==> src/afe_pkg.sv <==
package afe_pkg;

  // ****************************************
  // Register map (byte addresses)
  // ****************************************
  localparam logic [7:0] AFE_OFS_REF_DAC1   = 8'h00;
  localparam logic [7:0] AFE_OFS_REF_DAC2   = 8'h04;
  localparam logic [7:0] AFE_OFS_GAIN_POL   = 8'h08;
  localparam logic [7:0] AFE_OFS_OPAMP0_CTL = 8'h0C;
  localparam logic [7:0] AFE_OFS_OPAMP0_CAL = 8'h10;

  // ****************************************
  // Field positions and reset values
  // ****************************************
  localparam int AFE_POS_CMP0_INV   = 7;
  localparam int AFE_POS_CMP1_INV   = 6;
  localparam int AFE_POS_OPA_EN     = 6;
  localparam int AFE_POS_OPA_STAT   = 5;
  localparam int AFE_POS_CAL_MODE   = 0;
  localparam logic [7:0] AFE_RST_BYTE = 8'h00;

  // ****************************************
  // Gain and bandwidth encodings
  // ****************************************
  localparam logic [2:0] AFE_GAIN_X56 = 3'h6;
  localparam logic [2:0] AFE_GAIN_X1B = 3'h7;
  localparam logic [5:0] AFE_GAIN_VAL56 = 6'h38;
  localparam logic [5:0] AFE_GAIN_VAL1  = 6'h01;

  typedef enum logic [1:0]
  {
    AFE_BW_5K   = 2'b00,
    AFE_BW_40K  = 2'b01,
    AFE_BW_600K = 2'b10,
    AFE_BW_2M   = 2'b11
  } afe_bw_t;

  // Analog control bundle handed to the analog macros
  typedef struct packed
  {
    logic [7:0] dac1_code;
    logic [7:0] dac2_code;
    logic [2:0] gain_sel;
    logic [5:0] gain_ratio;
    logic       opa0_en;
    afe_bw_t    opa0_bw;
    logic       opa0_cal;
  } afe_ctl_t;

  // Captured AHB address phase
  typedef struct packed
  {
    logic       wr;
    logic       rd;
    logic [7:0] addr;
  } afe_aphase_t;

endpackage : afe_pkg

==> src/afe_regs.sv <==
`timescale 1ns/1ns
// Summary of operation
// Second DAC 8-bit code, RW, clears
// Third DAC 8-bit code, RW, clears
// Bit7 inverts comparator 0 result
// Bit6 inverts comparator 1 result
// Gain field decodes ratios, 110=56, 111=1
// Opamp status shows output only when calibrating
// Bandwidth code selects 5k/40k/600k/2M
// Unused bits read zero, writes ignored
module afe_regs
  import afe_pkg::*;
(
  input  wire logic        core_clk,
  input  wire logic        rst_n,
  input  wire logic        hsel,
  input  wire logic [31:0] haddr,
  input  wire logic [1:0]  htrans,
  input  wire logic        hwrite,
  input  wire logic [2:0]  hsize,
  input  wire logic [31:0] hwdata,
  input  wire logic        hready,
  output logic      [31:0] hrdata,
  output logic             hreadyout,
  output logic             hresp,
  input  wire logic        cmp0_raw,
  input  wire logic        cmp1_raw,
  input  wire logic        opamp0_out,
  output logic             cmp0_result,
  output logic             cmp1_result,
  output afe_ctl_t         afe_ctl
);

  // ****************************************
  // Pin synchronisers
  // ****************************************
  logic [2:0] sync_a;
  logic [2:0] sync_b;

  // Analog outputs are asynchronous to core_clk
  always_ff @(posedge core_clk)
  begin
    if (!rst_n)
    begin
      sync_a <= 3'h0;
      sync_b <= 3'h0;
    end
    else
    begin
      sync_a <= {opamp0_out, cmp1_raw, cmp0_raw};
      sync_b <= sync_a;
    end
  end

  // ****************************************
  // AHB-Lite slave
  // ****************************************
  afe_aphase_t aph;
  logic        take;

  assign take = hsel && hready && htrans[1];

  // Zero wait states: capture address phase, act in data phase
  always_ff @(posedge core_clk)
  begin
    if (!rst_n)
    begin
      aph <= '0;
    end
    else
    begin
      aph.wr   <= take && hwrite;
      aph.rd   <= take && !hwrite;
      aph.addr <= haddr[7:0];
    end
  end

  // Always ready and OKAY; only word access is used by software
  always_ff @(posedge core_clk)
  begin
    if (!rst_n)
    begin
      hreadyout <= 1'b1;
      hresp     <= 1'b0;
    end
    else
    begin
      hreadyout <= 1'b1;
      hresp     <= 1'b0;
    end
  end

  // ****************************************
  // Registers
  // ****************************************
  logic [7:0] ref_dac1_code;
  logic [7:0] ref_dac2_code;
  logic       cmp0_invert;
  logic       cmp1_invert;
  logic [2:0] amp_gain_select;
  logic       opamp0_enable;
  afe_bw_t    opamp0_bandwidth;
  logic       opamp0_calibration_mode;
  logic       opamp0_output_status;

  // Only implemented bits are stored; others drop writes
  always_ff @(posedge core_clk)
  begin
    if (!rst_n)
    begin
      ref_dac1_code           <= AFE_RST_BYTE;
      ref_dac2_code           <= AFE_RST_BYTE;
      cmp0_invert             <= 1'b0;
      cmp1_invert             <= 1'b0;
      amp_gain_select         <= 3'h0;
      opamp0_enable           <= 1'b0;
      opamp0_bandwidth        <= AFE_BW_5K;
      opamp0_calibration_mode <= 1'b0;
    end
    else if (aph.wr)
    begin
      unique case (aph.addr)
        AFE_OFS_REF_DAC1:   ref_dac1_code <= hwdata[7:0];
        AFE_OFS_REF_DAC2:   ref_dac2_code <= hwdata[7:0];
        AFE_OFS_GAIN_POL:
        begin
          cmp0_invert     <= hwdata[AFE_POS_CMP0_INV];
          cmp1_invert     <= hwdata[AFE_POS_CMP1_INV];
          amp_gain_select <= hwdata[2:0];
        end
        AFE_OFS_OPAMP0_CTL:
        begin
          opamp0_enable    <= hwdata[AFE_POS_OPA_EN];
          opamp0_bandwidth <= afe_bw_t'(hwdata[1:0]);
        end
        AFE_OFS_OPAMP0_CAL: opamp0_calibration_mode <= hwdata[AFE_POS_CAL_MODE];
        default: ;
      endcase
    end
  end

  // ****************************************
  // Status and polarity
  // ****************************************
  // Status bit is forced low outside calibration mode
  always_ff @(posedge core_clk)
  begin
    if (!rst_n)
    begin
      opamp0_output_status <= 1'b0;
      cmp0_result          <= 1'b0;
      cmp1_result          <= 1'b0;
    end
    else
    begin
      opamp0_output_status <= opamp0_calibration_mode && sync_b[2];
      cmp0_result          <= sync_b[0] ^ cmp0_invert;
      cmp1_result          <= sync_b[1] ^ cmp1_invert;
    end
  end

  // Gain ratio decode for the control output; the assertions check against constants
  function automatic logic [5:0] gain_ratio(input logic [2:0] sel);
    if (sel == AFE_GAIN_X56)
      return AFE_GAIN_VAL56;
    else if (sel == AFE_GAIN_X1B)
      return AFE_GAIN_VAL1;
    else
      return 6'(AFE_GAIN_VAL1 << sel);
  endfunction : gain_ratio

  // Registered bundle to the analog side
  always_ff @(posedge core_clk)
  begin
    if (!rst_n)
    begin
      afe_ctl <= '{gain_ratio: AFE_GAIN_VAL1, opa0_bw: AFE_BW_5K, default: '0};
    end
    else
    begin
      afe_ctl.dac1_code  <= ref_dac1_code;
      afe_ctl.dac2_code  <= ref_dac2_code;
      afe_ctl.gain_sel   <= amp_gain_select;
      afe_ctl.gain_ratio <= gain_ratio(amp_gain_select);
      afe_ctl.opa0_en    <= opamp0_enable;
      afe_ctl.opa0_bw    <= opamp0_bandwidth;
      afe_ctl.opa0_cal   <= opamp0_calibration_mode;
    end
  end

  // ****************************************
  // Read mux
  // ****************************************
  logic [31:0] next_rdata;

  // Read result bits hold the polarity-corrected comparator
  always_comb
  begin
    next_rdata = 32'h0000_0000;
    if (take && !hwrite)
    begin
      unique case (haddr[7:0])
        AFE_OFS_REF_DAC1:   next_rdata[7:0] = ref_dac1_code;
        AFE_OFS_REF_DAC2:   next_rdata[7:0] = ref_dac2_code;
        AFE_OFS_GAIN_POL:   next_rdata[7:0] = {cmp0_invert, cmp1_invert, 3'h0, amp_gain_select};
        AFE_OFS_OPAMP0_CTL: next_rdata[7:0] = {1'b0, opamp0_enable, opamp0_output_status,
                                               3'h0, opamp0_bandwidth};
        AFE_OFS_OPAMP0_CAL: next_rdata[7:0] = {cmp0_result, cmp1_result, 5'h00,
                                               opamp0_calibration_mode};
        default:            next_rdata = 32'h0000_0000;
      endcase
    end
  end

  // Data available in the cycle after the address phase
  always_ff @(posedge core_clk)
  begin
    if (!rst_n)
      hrdata <= 32'h0000_0000;
    else
      hrdata <= next_rdata;
  end

  // ****************************************
  // Assertions
  // ****************************************
  // Reference DAC codes: stored on write, held otherwise, forwarded a cycle later
  a_dac1_write: assert property (@(posedge core_clk) disable iff (!rst_n)
    aph.wr && aph.addr == AFE_OFS_REF_DAC1 |=> ref_dac1_code == $past(hwdata[7:0]))
    else $error("dac1 code not stored");
  a_dac1_hold: assert property (@(posedge core_clk) disable iff (!rst_n)
    !aph.wr |=> $stable(ref_dac1_code))
    else $error("dac1 code changed without write");
  a_dac1_fwd: assert property (@(posedge core_clk) disable iff (!rst_n)
    ##1 afe_ctl.dac1_code == $past(ref_dac1_code))
    else $error("dac1 code not forwarded");
  a_dac2_write: assert property (@(posedge core_clk) disable iff (!rst_n)
    aph.wr && aph.addr == AFE_OFS_REF_DAC2 |=>
      ##1 afe_ctl.dac2_code == $past(hwdata[7:0], 2))
    else $error("dac2 code not forwarded");

  // Comparator polarity and the readable result bits
  a_cmp0_polarity: assert property (@(posedge core_clk) disable iff (!rst_n)
    ##1 cmp0_result == ($past(sync_b[0]) ^ $past(cmp0_invert)))
    else $error("cmp0 polarity wrong");
  a_cmp1_polarity: assert property (@(posedge core_clk) disable iff (!rst_n)
    ##1 cmp1_result == ($past(sync_b[1]) ^ $past(cmp1_invert)))
    else $error("cmp1 polarity wrong");
  a_cmp_read: assert property (@(posedge core_clk) disable iff (!rst_n)
    take && !hwrite && haddr[7:0] == AFE_OFS_OPAMP0_CAL |=>
      hrdata[7:6] == $past({cmp0_result, cmp1_result}))
    else $error("result bits not readable");

  // Gain decode, including the two codes outside the power-of-two run
  a_gain_x56: assert property (@(posedge core_clk) disable iff (!rst_n)
    amp_gain_select == AFE_GAIN_X56 |=> afe_ctl.gain_ratio == AFE_GAIN_VAL56)
    else $error("gain 56 decode wrong");
  a_gain_x1b: assert property (@(posedge core_clk) disable iff (!rst_n)
    amp_gain_select == AFE_GAIN_X1B |=> afe_ctl.gain_ratio == AFE_GAIN_VAL1)
    else $error("gain code 7 decode wrong");
  a_gain_onehot: assert property (@(posedge core_clk) disable iff (!rst_n)
    amp_gain_select != AFE_GAIN_X56 |=> $onehot(afe_ctl.gain_ratio))
    else $error("gain ratio not a power of two");

  // Opamp status and bandwidth
  a_opa_status_low: assert property (@(posedge core_clk) disable iff (!rst_n)
    !opamp0_calibration_mode |=> !opamp0_output_status)
    else $error("status not low");
  a_opa_status_follow: assert property (@(posedge core_clk) disable iff (!rst_n)
    opamp0_calibration_mode |=> opamp0_output_status == $past(sync_b[2]))
    else $error("status does not follow opamp");
  a_opa_bw_fwd: assert property (@(posedge core_clk) disable iff (!rst_n)
    aph.wr && aph.addr == AFE_OFS_OPAMP0_CTL |=>
      ##1 afe_ctl.opa0_bw == $past(hwdata[1:0], 2))
    else $error("bandwidth not forwarded");
  a_opa_bw_read: assert property (@(posedge core_clk) disable iff (!rst_n)
    take && !hwrite && haddr[7:0] == AFE_OFS_OPAMP0_CTL |=>
      hrdata[1:0] == $past(opamp0_bandwidth))
    else $error("bandwidth not readable");

  // Read data: gaps read zero, and the bus is quiet outside a read
  a_unused_zero: assert property (@(posedge core_clk) disable iff (!rst_n)
    take && !hwrite |=> hrdata[31:8] == 24'h000000)
    else $error("unused bits nonzero");
  a_gain_gap_zero: assert property (@(posedge core_clk) disable iff (!rst_n)
    take && !hwrite && haddr[7:0] == AFE_OFS_GAIN_POL |=>
      hrdata[5:3] == 3'h0)
    else $error("gain register gap nonzero");
  a_ctl_gap_zero: assert property (@(posedge core_clk) disable iff (!rst_n)
    take && !hwrite && haddr[7:0] == AFE_OFS_OPAMP0_CTL |=>
      hrdata[7] == 1'b0 && hrdata[4:2] == 3'h0)
    else $error("opamp register gap nonzero");
  a_rdata_idle: assert property (@(posedge core_clk) disable iff (!rst_n)
    !(take && !hwrite) |=> hrdata == 32'h0000_0000)
    else $error("read data outside a read");

  // Main scenarios
  c_dac1_wr:  cover property (@(posedge core_clk) aph.wr && aph.addr == AFE_OFS_REF_DAC1);
  c_gain_x56: cover property (@(posedge core_clk) amp_gain_select == AFE_GAIN_X56);
  c_cal_on:   cover property (@(posedge core_clk) opamp0_output_status);
  c_cmp0_inv: cover property (@(posedge core_clk) cmp0_invert && cmp0_result);
  c_gain_x1b: cover property (@(posedge core_clk) amp_gain_select == AFE_GAIN_X1B);

endmodule : afe_regs
==> config.mk <==
export PLATFORM = sky130hd
export DESIGN_NAME = afe_regs
export DESIGN_NICKNAME = d
export VERILOG_FILES = /design/src/afe_pkg.sv /design/src/afe_regs.sv
export SDC_FILE = /design/constraint.sdc
export NUM_CORES = 1
export LEC_CHECK = 0
export BUFFER_PORTS_ARGS = -buffer_cell sky130_fd_sc_hd__buf_4
export CAP_MARGIN = 25
export CORE_UTILIZATION = 45
export DETAILED_ROUTE_END_ITERATION = 7
export GPL_ROUTABILITY_DRIVEN = 0
export PLACE_DENSITY = 0.79
export SLEW_MARGIN = 20
export SYNTH_ARGS = -nofsm -noshare
export SYNTH_HDL_FRONTEND = slang
export SYNTH_SLANG_ARGS = --single-unit
==> constraint.sdc <==
create_clock -name core_clk -period 2.1 [get_ports core_clk]
set_clock_uncertainty 0.05 [all_clocks]
set_input_delay 0.21 -clock core_clk [delete_from_list [all_inputs] [get_ports core_clk]]
set_output_delay 0.21 -clock core_clk [all_outputs]
set_load 0.02 [all_outputs]
==> results.ini <==
[die]
die_y_um=82.30
die_area_mm2=0.006773
die_w_um=82.30
ios=142
rows=28
start_util=0.4787
core_area_mm2=0.006061

[worst_setup_path]
slowest_stage=nand3_2
reg2reg_to=ref_dac2_code[5]$_SDFFE_PN0P_
worst-path-max-fanout=8
start_kind=register
reg2regPathDepth=3
max_stage_delay_ps=400
arrival_ps=1710
r2r_start=aph[7]$_SDFF_PN0_
rrSetupSlack_ps=610
crit_chain=nor2_1, nand3_2, mux2i_1
critical_path_class=register to register
required_ps=2320
cp-end-kind=register

[final_layout]
area_growth_pct=21.86
diodes=0
fin_nets=418
n_fill_cell=507
drive_gt1_frac=0.2659
fin_util=0.5834
multi_input_area_mm2=0.001054
final-seq-area_mm2=0.001602

[route]
wl_per_cell_um=12.45
dr.pass1.iters=4
drt_wl_total_um=5242
drt_iter0_markers=92
via_per_inst=4.603
num_vias=1938
route.detailed.drc=0
ant_nets=0

[power_and_ir_drop]
peakVddDrop_mv=0.4688
finalPower_mw=2.912
power.density_mw_per_mm2=823.7
leakagePower_nw=1.886

[timing]
setup_viol=0
hold_violations=0
rsz0062_at_grt=no
min_period_ps=1492
tns_ps=0
fin_crit_sh=0.7107
slew_viol_final=0
fmax_mhz=670.1

[synth]
yosysMostFrequentCell=dfxtp_1
synth.area.top_cells=dfxtp_1 55%, mux2i_1 10%, buf_4 6.7%, nand2_1 4.8%, and2_1 3.7%
synth-seq-cells=80
ys_seq_area_frac=0.5520
synth_edf_count=0
synth_area_mm2=0.002902
synthFlopType=dfxtp_1
synth_top_area_frac=0.5520
ys_types=37
synthArstFlopShare=0
ys.warnings.count=0
synth_area_leader_cell=dfxtp_1
synth_common_cells=80 x dfxtp_1, 37 x nand2_1, 30 x mux2i_1, 26 x buf_4, 23 x inv_1
synth_area_per_cell_um2=10.36
syn_inst=280

[grt]
grt_pass1_wl_um=8286
grt.total_usage=0.1703
antenna_found_initial=0
grt_overflow=0
grt_start_max_net_pins=37
grt_pass1_vias=1820

[clock_tree]
clockBufferDepth=2
hold_buffers=0
cts_made_buffers=9
postCtsSetupBuffers=0
clk_pin_slew_worst_paths_ps=80
cts_tree=built
clkSinkCount=80
htreeDepth=3
clockRootBuffer=clkbuf_8
post_cts_resized=0
clock_latency_ps=350

[placement]
dp_hpwl_um=3703
io_buffers=63

[min_path]
hold_end=sync_a[1]$_SDFF_PN0_
worstHoldStart=cmp1_raw
min_path_cells=2
min_path_type=input port to register

[job]
drv_cap=0

[status]
status=complete, no violations

## how the worst max path moves through the flow
stage | startpoint | to | slack [ps] | depth (start not counted)
after floorplan | aph[7]$_SDFF_PN0_ | ref_dac2_code[0]$_SDFFE_PN0P_ | 850 | 3
after global placement | aph[7]$_SDFF_PN0_ | ref_dac2_code[4]$_SDFFE_PN0P_ | 680 | 3
after detailed placement | aph[7]$_SDFF_PN0_ | ref_dac2_code[0]$_SDFFE_PN0P_ | 640 | 3
after CTS | aph[7]$_SDFF_PN0_ | ref_dac2_code[5]$_SDFFE_PN0P_ | 610 | 3
after global routing | aph[7]$_SDFF_PN0_ | ref_dac2_code[5]$_SDFFE_PN0P_ | 500 | 3
final | aph[7]$_SDFF_PN0_ | ref_dac2_code[5]$_SDFFE_PN0P_ | 610 | 3
## report_power, final
group	switching (mW)	leakage [nW]	internal (mW)
Clock	0.523	0.112	0.695
Combinational	0.0997	1.13	0.0537
Sequential	0.00923	0.648	1.53
## final cells by class
cell class | count | area share
timing repair buffer | 64 | 0.1359
multi-input combinational | 163 | 0.2979
sequential | 80 | 0.4529
clock inverter | 6 | 0.02335
tap | 75 | 0.02654
clock buffer | 10 | 0.03892
inverter | 23 | 0.02442
## cells by family after synthesis
family / Yosys count / share of synthesized area
buffers and inverters: 61 / 0.1160
DFF: 80 / 0.5520
muxes: 35 / 0.1268
and+or+nand+nor: 89 / 0.1690
other: 2 / 0.002588
xor gates and xnor gates: 4 / 0.01208
AOI/OAI and AO/OA: 9 / 0.02156
## routing by layer
metal  GRT usage  vias up  part of all wire
met5           0        -                 0
met4     0.06842        0             0.016
met3     0.05714        8             0.055
met2      0.2752       58              0.48
met1      0.2077      897              0.45
li1            -      975                 -
## sequential cells by signal, summed over array words and instances, names as in the netlist, 2 cells and up
name / cells
sync_b: 3
ref_dac2_code: 8
afe_ctl: 29
ref_dac1_code: 8
aph: 9
opamp0_bandwidth: 2
hrdata: 8
amp_gain_select: 3
sync_a: 3
## per-stage QoR
stage / cell area [µm²] / setup WS (ps) / std cells / hold slack (ps)
after detailed placement: 3316 / 638.3 / 405 / 367.9
after CTS: 3536 / 606.2 / 421 / 5.031
after floorplan: 2992 / 851.7 / 304 / 281.7
after global placement: 3316 / 676.0 / 405 / 365.3
after global routing: 3536 / 501.6 / 421 / 8.348
final: 3536 / 607.6 / 421 / 18.04
## layout by cell type (no fill, tap or decap), types with 2 or more instances in the layout
cell / n
a21oi_1: 3
a32oi_1: 2
and2_1: 17
buf_4: 64
bufinv_16: 2
clkbuf_8: 10
clkinv_2: 3
conb_1: 26
dfxtp_1: 80
inv_1: 23
mux2_2: 4
mux2i_1: 30
nand2_1: 37
nand3_1: 5
nand3_2: 2
nand4_1: 2
nor2_1: 7
nor2b_1: 2
nor3_1: 4
nor4_1: 3
xnor2_1: 2
xor2_1: 2
## critical path: cells and delay by family, from the launching register on
kind / cells / cell delay (ps)
flops: 1 / 300
mux: 1 / 270
simple gates: 2 / 790
(Power assumes the default switching activity.)
